==> src/rtl/psab_pkg.sv <==
// Package of command codes, bit layouts and defaults for the status bank
package psab_pkg;

  typedef logic [7:0] psab_byte_t;

  // Command codes that select a status register
  localparam psab_byte_t CMD_VOUT = 8'h7A;
  localparam psab_byte_t CMD_IOUT = 8'h7B;
  localparam psab_byte_t CMD_INPUT = 8'h7C;
  localparam psab_byte_t CMD_TEMP = 8'h7D;
  localparam psab_byte_t CMD_COMM_MEM = 8'h7E;
  localparam psab_byte_t CMD_MFR = 8'h80;
  localparam psab_byte_t CMD_PADS = 8'hE5;
  localparam psab_byte_t CMD_COMMON = 8'hEF;

  // Implemented bits of each status byte
  localparam psab_byte_t SUP_VOUT = 8'hFE;
  localparam psab_byte_t SUP_IOUT = 8'hA0;
  localparam psab_byte_t SUP_INPUT = 8'hAA;
  localparam psab_byte_t SUP_TEMP = 8'hD0;
  localparam psab_byte_t SUP_COMM_MEM = 8'hFB;
  localparam psab_byte_t SUP_MFR_SHARED = 8'hFE;
  localparam psab_byte_t SUP_MFR_PAGE = 8'h01;

  // Bits that may raise alert and bits that a one-write clears
  localparam psab_byte_t ALERT_INPUT = 8'h80;
  localparam psab_byte_t W1C_INPUT = 8'h80;
  localparam psab_byte_t W1C_MFR_SHARED = 8'hF6;

  // Position of the fault-log-present bit in the vendor byte
  localparam int MFR_LOG_BIT = 3;

  // Alert mask values after reset
  localparam psab_byte_t MASK_RST_NONE = 8'h00;
  localparam psab_byte_t MASK_RST_MFR_SHARED = 8'h10;
  localparam psab_byte_t MASK_RST_MFR_PAGE = 8'h01;

  // Values after reset
  localparam psab_byte_t STATUS_RST = 8'h00;
  localparam logic [15:0] READ_RST = 16'h0000;

  localparam int NUM_PAGES = 2;

  // Per-channel fault condition pulses or levels, same clock
  typedef struct packed {
    psab_byte_t voutSet;
    psab_byte_t ioutSet;
    psab_byte_t tempSet;
    logic gpioPulledLow;
  } psab_page_cond_s;

  // Device-wide fault conditions, same clock
  typedef struct packed {
    psab_byte_t inputSet;
    psab_byte_t commMemSet;
    psab_byte_t mfrSet;
  } psab_shared_cond_s;

  // Pad-state word, bit 15 first
  typedef struct packed {
    logic rail3v3Over;
    logic rail3v3Under;
    logic [1:0] reserved;
    logic adcInvalid;
    logic syncOutDisabled;
    logic channel1OutputGood;
    logic channel0OutputGood;
    logic drivingChannel1RunLow;
    logic drivingChannel0RunLow;
    logic channel1RunPin;
    logic channel0RunPin;
    logic drivingFault1Low;
    logic drivingFault0Low;
    logic channel1FaultPin;
    logic channel0FaultPin;
  } psab_pad_s;

  // Internal inputs of the common-state byte
  typedef struct packed {
    logic notBusy;
    logic calcNotPending;
    logic notInTransition;
    logic nvmInitialized;
    logic sharedTimebaseTimeout;
  } psab_common_s;

endpackage

==> src/rtl/psab_sync2.sv <==
// Two-flop synchroniser for pin levels
module psab_sync2 #(
  parameter int WIDTH = 1
) (
  input wire logic clock,
  input wire logic reset,
  input wire logic [WIDTH-1:0] async,
  output logic [WIDTH-1:0] synced
);

  logic [WIDTH-1:0] meta_ff;
  logic [WIDTH-1:0] sync_ff;

  // First stage feeds only the second stage
  always_ff @(posedge clock)
  begin
    if (reset)
    begin
      meta_ff <= '0;
      sync_ff <= '0;
    end
    else
    begin
      meta_ff <= async;
      sync_ff <= meta_ff;
    end
  end

  assign synced = sync_ff;

endmodule

==> src/rtl/psab_latch_byte.sv <==
// Latched status byte with one-write clear and alert mask
module psab_latch_byte
  import psab_pkg::*;
#(
  parameter psab_byte_t SUP = 8'hFF,
  parameter psab_byte_t ALERTABLE = 8'hFF,
  parameter psab_byte_t W1C = 8'hFF,
  parameter psab_byte_t MASK_RST = 8'h00
) (
  input wire logic clock,
  input wire logic reset,
  input wire psab_byte_t setIn,
  input wire logic w1cStrobe,
  input wire psab_byte_t w1cData,
  input wire psab_byte_t forceClr,
  input wire logic maskStrobe,
  input wire psab_byte_t maskData,
  output psab_byte_t status,
  output logic alertReq
);

  psab_byte_t status_ff;
  psab_byte_t mask_ff;
  psab_byte_t clrBits;
  psab_byte_t nxt_status;

  // Clear sources, then set wins over clear
  always_comb
  begin
    clrBits = forceClr
      | (w1cStrobe ? (w1cData & W1C) : STATUS_RST);
    nxt_status = ((status_ff & ~clrBits) | setIn) & SUP;
  end

  // Status latch
  always_ff @(posedge clock)
  begin
    if (reset)
      status_ff <= STATUS_RST;
    else
      status_ff <= nxt_status;
  end

  // Mask storage; only alert-capable bits are maskable
  always_ff @(posedge clock)
  begin
    if (reset)
      mask_ff <= MASK_RST;
    else if (maskStrobe)
      mask_ff <= maskData & SUP & ALERTABLE;
  end

  assign status = status_ff;
  assign alertReq = |(status_ff & ALERTABLE & ~mask_ff);

  a_set_latches: assert property (@(posedge clock) disable iff (reset)
    (setIn & SUP) != 8'h00 |=> (status_ff & $past(setIn & SUP))
      == $past(setIn & SUP))
    else $error("Detected condition did not latch");

  a_w1c_clears: assert property (@(posedge clock) disable iff (reset)
    w1cStrobe && (setIn == 8'h00) && (forceClr == 8'h00)
      |=> (status_ff & $past(w1cData & W1C)) == 8'h00)
    else $error("One-write did not clear the bit");

  a_unsup_zero: assert property (@(posedge clock) disable iff (reset)
    (status_ff & ~SUP) == 8'h00)
    else $error("Unsupported status bit is set");

  a_bit_holds: assert property (@(posedge clock) disable iff (reset)
    !w1cStrobe && (forceClr == 8'h00) |=> (status_ff & $past(status_ff))
      == $past(status_ff))
    else $error("Latched bit dropped without a clear");

endmodule

==> src/rtl/psab_status_bank.sv <==
// Status and alert register bank of a dual-channel power controller
// Operation
// - Voltage byte: OV/UV faults, warnings, timeouts; bit0 zero
// - Voltage bits 7 to 1 may raise alert
// - Writing one clears that voltage status bit
// - Current byte: fault bit7, warning bit5 only
// - Current, temperature, comm bits alert; one-write clears
// - Input byte: only bit7 alerts and clears
// - Temperature byte: bits 7, 6, 4 only
// - Comm/memory/logic byte layout, bit 2 zero
// - Vendor byte layout, bit7 down to bit0
// - Vendor byte shared; bit0 held per page
// - Any vendor bit sets summary bit
// - One-write clears vendor bits except fault log
// - Every vendor bit initiates alert
// - Read-only pad-state word of pin conditions
// - Read-only common-state byte layout
// - Fault bits maskable, alerting, clearable; dynamic not
// - Derived bits neither maskable nor clearable
// - Global clear clears all but fault-log bit and bits whose condition is still present; releases alert unless one of those is set
// - Per-register alert mask, bit aligned
// - Vendor mask defaults to bits 4 and 0
module psab_status_bank
  import psab_pkg::*;
(
  input wire logic clock,
  input wire logic reset,
  input wire psab_byte_t cmdCode,
  input wire logic cmdPage,
  input wire logic writeStrobe,
  input wire psab_byte_t writeData,
  input wire logic maskStrobe,
  input wire psab_byte_t maskCode,
  input wire psab_byte_t maskData,
  input wire logic clearFaults,
  input wire logic faultLogClear,
  input wire psab_page_cond_s pageCond0,
  input wire psab_page_cond_s pageCond1,
  input wire psab_shared_cond_s sharedCond,
  input wire psab_pad_s padInternal,
  input wire logic [3:0] padPinsRaw,
  input wire logic writeProtectPinRaw,
  input wire psab_common_s commonIn,
  output logic [15:0] readData,
  output logic alertN,
  output logic [1:0] mfrSummary
);

  psab_page_cond_s pageCond [NUM_PAGES];
  psab_byte_t voutStatus [NUM_PAGES];
  psab_byte_t ioutStatus [NUM_PAGES];
  psab_byte_t tempStatus [NUM_PAGES];
  psab_byte_t mfrPageStatus [NUM_PAGES];
  logic [NUM_PAGES-1:0] voutAlert;
  logic [NUM_PAGES-1:0] ioutAlert;
  logic [NUM_PAGES-1:0] tempAlert;
  logic [NUM_PAGES-1:0] mfrPageAlert;
  psab_byte_t inputStatus;
  psab_byte_t commMemStatus;
  psab_byte_t mfrSharedStatus;
  logic inputAlert;
  logic commMemAlert;
  logic mfrSharedAlert;
  psab_byte_t globalClr;
  psab_byte_t mfrSharedClr;
  logic [4:0] pinsSynced;
  psab_pad_s padWord;
  psab_byte_t commonByte;
  logic anyAlert;
  logic [15:0] nxt_readData;
  logic [15:0] readData_ff;
  logic alertN_ff;
  logic [1:0] mfrSummary_ff;

  assign pageCond[0] = pageCond0;
  assign pageCond[1] = pageCond1;

  // Global clear wipes everything but the fault-log bit
  always_comb
  begin
    globalClr = clearFaults ? 8'hFF : STATUS_RST;
    mfrSharedClr = globalClr;
    mfrSharedClr[MFR_LOG_BIT] = faultLogClear;
  end

  // Per-channel status bytes
  for (genvar gp = 0; gp < NUM_PAGES; gp++)
  begin : gPage
    logic pageSel;
    assign pageSel = (cmdPage == 1'(gp));

    psab_latch_byte #(
      .SUP(SUP_VOUT),
      .ALERTABLE(SUP_VOUT),
      .W1C(SUP_VOUT),
      .MASK_RST(MASK_RST_NONE)
    ) uVout (
      .clock(clock),
      .reset(reset),
      .setIn(pageCond[gp].voutSet),
      .w1cStrobe(writeStrobe && pageSel && cmdCode == CMD_VOUT),
      .w1cData(writeData),
      .forceClr(globalClr),
      .maskStrobe(maskStrobe && pageSel && maskCode == CMD_VOUT),
      .maskData(maskData),
      .status(voutStatus[gp]),
      .alertReq(voutAlert[gp])
    );

    psab_latch_byte #(
      .SUP(SUP_IOUT),
      .ALERTABLE(SUP_IOUT),
      .W1C(SUP_IOUT),
      .MASK_RST(MASK_RST_NONE)
    ) uIout (
      .clock(clock),
      .reset(reset),
      .setIn(pageCond[gp].ioutSet),
      .w1cStrobe(writeStrobe && pageSel && cmdCode == CMD_IOUT),
      .w1cData(writeData),
      .forceClr(globalClr),
      .maskStrobe(maskStrobe && pageSel && maskCode == CMD_IOUT),
      .maskData(maskData),
      .status(ioutStatus[gp]),
      .alertReq(ioutAlert[gp])
    );

    psab_latch_byte #(
      .SUP(SUP_TEMP),
      .ALERTABLE(SUP_TEMP),
      .W1C(SUP_TEMP),
      .MASK_RST(MASK_RST_NONE)
    ) uTemp (
      .clock(clock),
      .reset(reset),
      .setIn(pageCond[gp].tempSet),
      .w1cStrobe(writeStrobe && pageSel && cmdCode == CMD_TEMP),
      .w1cData(writeData),
      .forceClr(globalClr),
      .maskStrobe(maskStrobe && pageSel && maskCode == CMD_TEMP),
      .maskData(maskData),
      .status(tempStatus[gp]),
      .alertReq(tempAlert[gp])
    );

    // Externally pulled-low fault pin, held per page
    psab_latch_byte #(
      .SUP(SUP_MFR_PAGE),
      .ALERTABLE(SUP_MFR_PAGE),
      .W1C(SUP_MFR_PAGE),
      .MASK_RST(MASK_RST_MFR_PAGE)
    ) uMfrPage (
      .clock(clock),
      .reset(reset),
      .setIn({7'h00, pageCond[gp].gpioPulledLow}),
      .w1cStrobe(writeStrobe && pageSel && cmdCode == CMD_MFR),
      .w1cData(writeData),
      .forceClr(globalClr),
      .maskStrobe(maskStrobe && pageSel && maskCode == CMD_MFR),
      .maskData(maskData),
      .status(mfrPageStatus[gp]),
      .alertReq(mfrPageAlert[gp])
    );
  end

  // Input supply byte: only the overvoltage fault alerts
  psab_latch_byte #(
    .SUP(SUP_INPUT),
    .ALERTABLE(ALERT_INPUT),
    .W1C(W1C_INPUT),
    .MASK_RST(MASK_RST_NONE)
  ) uInput (
    .clock(clock),
    .reset(reset),
    .setIn(sharedCond.inputSet),
    .w1cStrobe(writeStrobe && cmdCode == CMD_INPUT),
    .w1cData(writeData),
    .forceClr(globalClr),
    .maskStrobe(maskStrobe && maskCode == CMD_INPUT),
    .maskData(maskData),
    .status(inputStatus),
    .alertReq(inputAlert)
  );

  // Communication, memory and logic byte
  psab_latch_byte #(
    .SUP(SUP_COMM_MEM),
    .ALERTABLE(SUP_COMM_MEM),
    .W1C(SUP_COMM_MEM),
    .MASK_RST(MASK_RST_NONE)
  ) uCommMem (
    .clock(clock),
    .reset(reset),
    .setIn(sharedCond.commMemSet),
    .w1cStrobe(writeStrobe && cmdCode == CMD_COMM_MEM),
    .w1cData(writeData),
    .forceClr(globalClr),
    .maskStrobe(maskStrobe && maskCode == CMD_COMM_MEM),
    .maskData(maskData),
    .status(commMemStatus),
    .alertReq(commMemAlert)
  );

  // Vendor byte bits 7 to 1, one copy for both pages
  psab_latch_byte #(
    .SUP(SUP_MFR_SHARED),
    .ALERTABLE(SUP_MFR_SHARED),
    .W1C(W1C_MFR_SHARED),
    .MASK_RST(MASK_RST_MFR_SHARED)
  ) uMfrShared (
    .clock(clock),
    .reset(reset),
    .setIn(sharedCond.mfrSet),
    .w1cStrobe(writeStrobe && cmdCode == CMD_MFR),
    .w1cData(writeData),
    .forceClr(mfrSharedClr),
    .maskStrobe(maskStrobe && maskCode == CMD_MFR),
    .maskData(maskData),
    .status(mfrSharedStatus),
    .alertReq(mfrSharedAlert)
  );

  // Pin levels from outside cross into the core clock
  psab_sync2 #(
    .WIDTH(5)
  ) uPinSync (
    .clock(clock),
    .reset(reset),
    .async({writeProtectPinRaw, padPinsRaw}),
    .synced(pinsSynced)
  );

  // Pad-state word: internal states plus synchronised pin levels
  always_comb
  begin
    padWord = padInternal;
    padWord.reserved = 2'h0;
    padWord.channel1RunPin = pinsSynced[3];
    padWord.channel0RunPin = pinsSynced[2];
    padWord.channel1FaultPin = pinsSynced[1];
    padWord.channel0FaultPin = pinsSynced[0];
  end

  // Common-state byte, dynamic, never latched nor masked
  assign commonByte = {alertN_ff, commonIn.notBusy, commonIn.calcNotPending,
    commonIn.notInTransition, commonIn.nvmInitialized, 1'b0,
    commonIn.sharedTimebaseTimeout, pinsSynced[4]};

  // Any unmasked alert-capable bit pulls alert
  assign anyAlert = (|voutAlert) | (|ioutAlert) | (|tempAlert)
    | (|mfrPageAlert) | inputAlert | commMemAlert | mfrSharedAlert;

  // Read selection by command code and page; unmapped reads zero
  always_comb
  begin
    nxt_readData = READ_RST;
    unique case (cmdCode)
      CMD_VOUT: nxt_readData[7:0] = voutStatus[cmdPage];
      CMD_IOUT: nxt_readData[7:0] = ioutStatus[cmdPage];
      CMD_INPUT: nxt_readData[7:0] = inputStatus;
      CMD_TEMP: nxt_readData[7:0] = tempStatus[cmdPage];
      CMD_COMM_MEM: nxt_readData[7:0] = commMemStatus;
      CMD_MFR: nxt_readData[7:0] = mfrSharedStatus | mfrPageStatus[cmdPage];
      CMD_PADS: nxt_readData = padWord;
      CMD_COMMON: nxt_readData[7:0] = commonByte;
      default: nxt_readData = READ_RST;
    endcase
  end

  // Registered read data
  always_ff @(posedge clock)
  begin
    if (reset)
      readData_ff <= READ_RST;
    else
      readData_ff <= nxt_readData;
  end

  // Alert pin, low while asserted
  always_ff @(posedge clock)
  begin
    if (reset)
      alertN_ff <= 1'b1;
    else
      alertN_ff <= ~anyAlert;
  end

  // Vendor summary bit per page, derived only
  always_ff @(posedge clock)
  begin
    if (reset)
      mfrSummary_ff <= 2'h0;
    else
    begin
      mfrSummary_ff[0] <= |(mfrSharedStatus | mfrPageStatus[0]);
      mfrSummary_ff[1] <= |(mfrSharedStatus | mfrPageStatus[1]);
    end
  end

  assign readData = readData_ff;
  assign alertN = alertN_ff;
  assign mfrSummary = mfrSummary_ff;

  // Bank-level checks on alert, clear, summary and read path
  a_alert_follows: assert property (@(posedge clock)
    disable iff (reset)
    anyAlert |=> !alertN_ff)
    else $error("Alert not asserted for an unmasked status bit");

  a_clear_releases: assert property (@(posedge clock)
    disable iff (reset)
    clearFaults && pageCond0 == '0 && pageCond1 == '0 && sharedCond == '0
      && (!mfrSharedStatus[MFR_LOG_BIT] || faultLogClear)
      |=> ##1 alertN_ff)
    else $error("Global clear with no fault did not release alert");

  a_vout_bit0: assert property (@(posedge clock) disable iff (reset)
    voutStatus[0][0] == 1'b0 && voutStatus[1][0] == 1'b0)
    else $error("Voltage status bit 0 is not zero");

  a_log_bit_kept: assert property (@(posedge clock)
    disable iff (reset)
    mfrSharedStatus[MFR_LOG_BIT] && !faultLogClear
      |=> mfrSharedStatus[MFR_LOG_BIT])
    else $error("Fault log bit cleared by other than its command");

  a_summary_tracks: assert property (@(posedge clock)
    disable iff (reset)
    (mfrSharedStatus | mfrPageStatus[0]) != 8'h00 |=> mfrSummary_ff[0])
    else $error("Vendor summary bit missing");

  a_common_alert: assert property (@(posedge clock)
    disable iff (reset)
    cmdCode == CMD_COMMON |=> readData_ff[7] == $past(alertN_ff))
    else $error("Common byte alert bit wrong");

  a_input_mask: assert property (@(posedge clock) disable iff (reset)
    (inputStatus & 8'h80) == 8'h00 |-> !inputAlert)
    else $error("Input byte alerted from a bit other than 7");

  a_summary_page1: assert property (@(posedge clock)
    disable iff (reset)
    (mfrSharedStatus | mfrPageStatus[1]) != 8'h00 |=> mfrSummary_ff[1])
    else $error("Vendor summary bit of page 1 missing");

  a_pad_read: assert property (@(posedge clock) disable iff (reset)
    cmdCode == CMD_PADS |=> readData_ff == $past(padWord))
    else $error("Pad-state word read back wrong");

  a_vendor_read: assert property (@(posedge clock) disable iff (reset)
    cmdCode == CMD_MFR |=> readData_ff[7:1] == $past(mfrSharedStatus[7:1]))
    else $error("Shared vendor bits differ between pages");

  a_common_fixed: assert property (@(posedge clock)
    disable iff (reset)
    cmdCode == CMD_COMMON |=> readData_ff[15:8] == 8'h00 && !readData_ff[2])
    else $error("Common byte reserved bits not zero");

endmodule

==> config.mk <==
export PLATFORM = sky130hd
export DESIGN_NAME = psab_status_bank
export DESIGN_NICKNAME = d
export VERILOG_FILES = /design/src/rtl/psab_pkg.sv /design/src/rtl/psab_sync2.sv /design/src/rtl/psab_latch_byte.sv /design/src/rtl/psab_status_bank.sv
export SDC_FILE = /design/constraint.sdc
export NUM_CORES = 1
export LEC_CHECK = 0
export BUFFER_PORTS_ARGS = -buffer_cell sky130_fd_sc_hd__buf_4
export CAP_MARGIN = 20
export CORE_UTILIZATION = 51
export DETAILED_ROUTE_END_ITERATION = 12
export PLACE_DENSITY = 0.8
export SLEW_MARGIN = 25
export SYNTH_ARGS = -nofsm -noshare
export SYNTH_HDL_FRONTEND = slang
export SYNTH_SLANG_ARGS = --single-unit
==> constraint.sdc <==
create_clock -name clock -period 2.1 [get_ports clock]
set_clock_uncertainty 0.1 [all_clocks]
set_input_delay 0.21 -clock clock [delete_from_list [all_inputs] [get_ports clock]]
set_output_delay 0.21 -clock clock [all_outputs]
set_load 0.1 [all_outputs]
==> report_table.html <==
<table>
<tr><th>Metric</th><th>Value</th></tr>
<tr><th colspan="2">Pwr</th></tr>
<tr><td>Int Power</td><td>3.07 mW</td></tr>
<tr><td>Share of power burned in the clock network</td><td>0.316</td></tr>
<tr><td>Total power</td><td>roughly 4.2 mW</td></tr>
<tr><td>Maximum VDD drop</td><td>0.000359 V</td></tr>
<tr><td>Net switching power of the design</td><td>around 1.2 mW</td></tr>
<tr><td>Switching portion of total power</td><td>0.274</td></tr>
<tr><td>Share of power burned in registers</td><td>0.535</td></tr>
<tr><td>Leakage</td><td>~2.8 nW</td></tr>
<tr><td>Fraction of power consumed by combinational cells</td><td>0.149</td></tr>
<tr><td>P per Cell Area</td><td>628 nW/um^2</td></tr>
<tr><th colspan="2">Floorplan</th></tr>
<tr><td>Row count</td><td>35</td></tr>
<tr><td>Die Width</td><td>101 um</td></tr>
<tr><td># IOs</td><td>158</td></tr>
<tr><td>Overall die area</td><td>between 10000 and 15000 sq um</td></tr>
<tr><td>Starting utilization of the core area</td><td>0.534</td></tr>
<tr><td>Area inside the core boundary</td><td>~9300 sq um</td></tr>
<tr><td>Die height</td><td>101 um</td></tr>
<tr><th colspan="2">Timing</th></tr>
<tr><td>Ratio of final minimum period to clock period</td><td>0.760</td></tr>
<tr><td>Worst relative slew slack</td><td>0.350</td></tr>
<tr><td>Number of pins with negative max-slew slack in the final report</td><td>0</td></tr>
<tr><td>Worst Max-Slew Pin Slew</td><td>976 ps</td></tr>
<tr><td>RSZ-0062 raised after global routing</td><td>false</td></tr>
<tr><td>Final Critical Period</td><td>about 1600 ps</td></tr>
<tr><td>Worst hold slack</td><td>4.15 ps</td></tr>
<tr><td>Total Negative Setup Slacks</td><td>0 ps</td></tr>
<tr><td>Hold violation count in the final report</td><td>0</td></tr>
<tr><td>Final setup violating endpoints</td><td>0</td></tr>
<tr><td>Fmax</td><td>626 MHz</td></tr>
<tr><th colspan="2">Global route</th></tr>
<tr><td>Largest net degree at the start of global routing</td><td>95</td></tr>
<tr><td>Global Route met2 Usage</td><td>0.552</td></tr>
<tr><td>Met1 Usage GRT</td><td>0.396</td></tr>
<tr><td>Number of global-route vias before repair</td><td>4837</td></tr>
<tr><td>Global-route wire length before repair</td><td>24700 um</td></tr>
<tr><td>Grt total ovfl</td><td>0</td></tr>
<tr><td>Number of antenna violations at the first check in global routing</td><td>0</td></tr>
<tr><td>Routing usage on met3</td><td>0.0659</td></tr>
<tr><td>Most used routing layer in global routing</td><td>met2</td></tr>
<tr><td>Overall track demand over capacity in global routing</td><td>0.325</td></tr>
<tr><th colspan="2">Worst setup path</th></tr>
<tr><td>Worst Path Class, Setup</td><td>reg -&gt; reg</td></tr>
<tr><td>Capturing element type of the critical path</td><td>flop</td></tr>
<tr><td>Worst setup SP type</td><td>flop</td></tr>
<tr><td>Worst R2R Start</td><td>uMfrShared.status[3]$_SDFF_PP0_</td></tr>
<tr><td>Worst Path Buf+Inv</td><td>0</td></tr>
<tr><td>Setup slack, reg-to-reg</td><td>500 ps</td></tr>
<tr><td>Slowest CP cell</td><td>sky130_fd_sc_hd__or4_1</td></tr>
<tr><td>Register-to-Register Path Depth</td><td>3</td></tr>
<tr><td>Data arrival time of the critical path</td><td>1720 ps</td></tr>
<tr><td>Crit path max-delay family</td><td>simple AND/OR/NAND/NOR gates</td></tr>
<tr><td>CP peak stage delay</td><td>510 ps</td></tr>
<tr><td>Max Fanout on Critical Path</td><td>4</td></tr>
<tr><td>Worst reg2reg endpoint</td><td>mfrSummary[1]$_SDFF_PP0_</td></tr>
<tr><td>Critical path cell sequence</td><td>or4_1, nor4_1, a21oi_1</td></tr>
<tr><td>Required time of the critical path</td><td>2230 ps</td></tr>
<tr><th colspan="2">Clock network</th></tr>
<tr><td>CTS H-tree depth</td><td>3</td></tr>
<tr><td>Clk buf depth</td><td>2</td></tr>
<tr><td>Clock tree from TritonCTS</td><td>done</td></tr>
<tr><td>Root Buffer Master</td><td>sky130_fd_sc_hd__clkbuf_8</td></tr>
<tr><td># Post-CTS Setup Buffers</td><td>0</td></tr>
<tr><td>Clock transition at path regs</td><td>approximately 110 ps</td></tr>
<tr><td>TritonCTS Buffers</td><td>9</td></tr>
<tr><td>Source-to-sink clock delay at the later pin of the worst-skew pair</td><td>380 ps</td></tr>
<tr><td>Sinks on the clock net</td><td>between 100 and 150</td></tr>
<tr><th colspan="2">Placement</th></tr>
<tr><td>Detailed-placement wirelength estimate</td><td>10800 um</td></tr>
<tr><td>I/O Buffers</td><td>approximately 120</td></tr>
<tr><td>Placer congestion estimate</td><td>around 0.9</td></tr>
<tr><th colspan="2">Drt</th></tr>
<tr><td>Detailed-route DRC error count</td><td>0</td></tr>
<tr><td>Vias/cell</td><td>5.96</td></tr>
<tr><td>Total Routed Length</td><td>roughly 16000 um</td></tr>
<tr><td>Total iterations of the first detailed-routing run</td><td>7</td></tr>
<tr><td>Iter 0 DRT Violations</td><td>568</td></tr>
<tr><td>Via count</td><td>4997</td></tr>
<tr><td>Post-DR wirelength/cell</td><td>19.2 um</td></tr>
<tr><td>Antenna-violating nets left</td><td>0</td></tr>
<tr><th colspan="2">Run status</th></tr>
<tr><td>Outcome</td><td>finished, final reports clean</td></tr>
<tr><th colspan="2">Synthesis</th></tr>
<tr><td>Mean Syn Cell Area</td><td>about 9.2 sq um</td></tr>
<tr><td>Sequential share of the synthesized area</td><td>0.450</td></tr>
<tr><td>Dominant cell type by area after synthesis</td><td>sky130_fd_sc_hd__dfxtp_1</td></tr>
<tr><td>Synth top area cells</td><td>sky130_fd_sc_hd__dfxtp_1 (45%), sky130_fd_sc_hd__mux2i_1 (10%), sky130_fd_sc_hd__nor2_1 (5.9%)</td></tr>
<tr><td>Asr flop ratio synth</td><td>0</td></tr>
<tr><td>Number of register bits inferred by synthesis</td><td>112</td></tr>
<tr><td>Number of enable flip-flop cells after synthesis</td><td>0</td></tr>
<tr><td>Top cell type's share of synthesized area</td><td>0.450</td></tr>
<tr><td>Synth cell types</td><td>54</td></tr>
<tr><td>Commonest register cell after synthesis</td><td>sky130_fd_sc_hd__dfxtp_1</td></tr>
<tr><td>Top-count cell post-synth</td><td>sky130_fd_sc_hd__dfxtp_1</td></tr>
<tr><td>Top cells by instance count after synthesis</td><td>sky130_fd_sc_hd__dfxtp_1 (112), sky130_fd_sc_hd__nor2_1 (78), sky130_fd_sc_hd__mux2i_1 (50)</td></tr>
<tr><td>Yosys Warn Count</td><td>0</td></tr>
<tr><td>Synthesized instance count</td><td>542</td></tr>
<tr><td>Netlist area before placement</td><td>between 4000 and 5000 sq um</td></tr>
<tr><th colspan="2">Final layout</th></tr>
<tr><td>Area Growth Syn to Fin</td><td>35.3%</td></tr>
<tr><td>Antenna diode count</td><td>0</td></tr>
<tr><td>Share of layout cells above drive strength 1</td><td>0.230</td></tr>
<tr><td>Nets</td><td>844</td></tr>
<tr><td>Fill cell count</td><td>689</td></tr>
<tr><th colspan="2">Hold path</th></tr>
<tr><td>Worst hold stages</td><td>3</td></tr>
<tr><td>Endpoint of the worst hold path</td><td>gPage[1].uMfrPage.status[0]$_SDFF_PP0_</td></tr>
<tr><td>Startpoint of the worst hold path</td><td>pageCond1[0]</td></tr>
<tr><td>Path type of the worst min-delay path</td><td>in -&gt; reg</td></tr>
<tr><th colspan="2">Flow run</th></tr>
<tr><td>Number of maximum-capacitance constraint violations</td><td>0</td></tr>
</table>
## layout by cell type (no fill, tap or decap), types with 4 or more instances in the layout
| master | instances |
|---|---|
| sky130_fd_sc_hd__a222oi_1 | 8 |
| sky130_fd_sc_hd__nor2_1 | 78 |
| sky130_fd_sc_hd__inv_1 | 30 |
| sky130_fd_sc_hd__nand2_1 | 18 |
| sky130_fd_sc_hd__nand4_1 | 34 |
| sky130_fd_sc_hd__clkbuf_8 | 9 |
| sky130_fd_sc_hd__nor3_1 | 5 |
| sky130_fd_sc_hd__dfxtp_1 | 112 |
| sky130_fd_sc_hd__nor4_1 | 6 |
| sky130_fd_sc_hd__a21oi_1 | 19 |
| sky130_fd_sc_hd__nor2b_1 | 12 |
| sky130_fd_sc_hd__a31oi_1 | 35 |
| sky130_fd_sc_hd__dlygate4sd3_1 | 56 |
| sky130_fd_sc_hd__o22a_1 | 4 |
| sky130_fd_sc_hd__nand2b_1 | 22 |
| sky130_fd_sc_hd__mux2i_1 | 50 |
| sky130_fd_sc_hd__o22ai_1 | 5 |
| sky130_fd_sc_hd__o211ai_1 | 4 |
| sky130_fd_sc_hd__and3_1 | 7 |
| sky130_fd_sc_hd__buf_4 | 131 |
| sky130_fd_sc_hd__o2111ai_1 | 7 |
## sequential cells by signal (all words and copies together) (netlist names)
signal / cells
uPinSync.meta_ff: 5
gPage.uMfrPage.status: 2
uCommMem.status: 7
gPage.uVout.mask_ff: 14
mfrSummary: 2
gPage.uMfrPage.mask_ff: 2
uCommMem.mask_ff: 7
gPage.uTemp.mask_ff: 6
uMfrShared.mask_ff: 7
readData: 14
alertN: 1
uInput.mask_ff: 1
gPage.uTemp.status: 6
gPage.uVout.status: 14
uPinSync.synced: 5
gPage.uIout.status: 4
gPage.uIout.mask_ff: 4
uMfrShared.status: 7
uInput.status: 4
## worst max path at each step
stage,start,to,cells past startpoint
final,uMfrShared.status[3]$_SDFF_PP0_,mfrSummary[1]$_SDFF_PP0_,3
after global routing,uMfrShared.status[3]$_SDFF_PP0_,mfrSummary[1]$_SDFF_PP0_,3
after CTS,uMfrShared.status[3]$_SDFF_PP0_,mfrSummary[1]$_SDFF_PP0_,3
after detailed placement,maskCode[1],uMfrShared.mask_ff[6]$_SDFFE_PP0P_,5
after global placement,clearFaults,gPage[1].uTemp.status[4]$_SDFF_PP0_,5
after floorplan,maskCode[7],gPage[0].uVout.mask_ff[7]$_SDFFE_PP0P_,5
## cells by family after synthesis
kind of cell | count (synthesis) | share of synthesized area
AO/OA/AOI/OAI | 97 | 0.135
flip-flops | 112 | 0.450
other | 1 | 0.000753
buffers and inverters | 68 | 0.0593
AND/OR/NAND/NOR | 211 | 0.242
multiplexers | 53 | 0.112
## layout make-up
class	instances	area (sq um)	area share
multi-input cells	363	2450	0.364
inverters	31	116	0.0173
clock buffers	10	128	0.0189
repair buffers	188	1560	0.232
flip-flops and latches	112	2240	0.333
clock inverters	6	75.1	0.0111
well taps	129	161	0.0240
## timing repair
action                                 4_1_cts  5_1_grt
gates resized for setup                      0        0
hold buffers                                56        0
endpoints found under the hold margin       59        0
## worst reg2reg max path, stage by stage, from the launching register on
cell and delay [ps]:
sky130_fd_sc_hd__dfxtp_1 380, sky130_fd_sc_hd__or4_1 510, sky130_fd_sc_hd__nor4_1 330, sky130_fd_sc_hd__a21oi_1 120
## power groups by stage
| stage | Sequential (mW) | Clock (mW) | Combinational (mW) |
|---|---|---|---|
| after floorplan | 2.30 | 0 | 0.250 |
| after global placement | 2.30 | 0 | 0.519 |
| after detailed placement | 2.31 | 0 | 0.530 |
| after CTS | 2.26 | 1.33 | 0.614 |
| after global routing | 2.27 | 1.43 | 0.670 |
| final | 2.26 | 1.34 | 0.630 |
## layer usage
layer	share of wire	vias to the layer above	routed length, um
li1	-	2292	-
met1	0.38	2326	6140
met2	0.49	303	7820
met3	0.090	76	1450
met4	0.044	0	714
met5	0	-	0
## through the flow
stage	instances	worst slack, ps	area [sq um]	utilization
after floorplan	543	563	4980	-
after global placement	767	288	5970	0.640
after detailed placement	767	195	5970	0.640
after CTS	839	496	6740	0.722
after global routing	839	380	6740	0.722
final	839	503	6740	0.722
(Power assumes the default switching activity.)
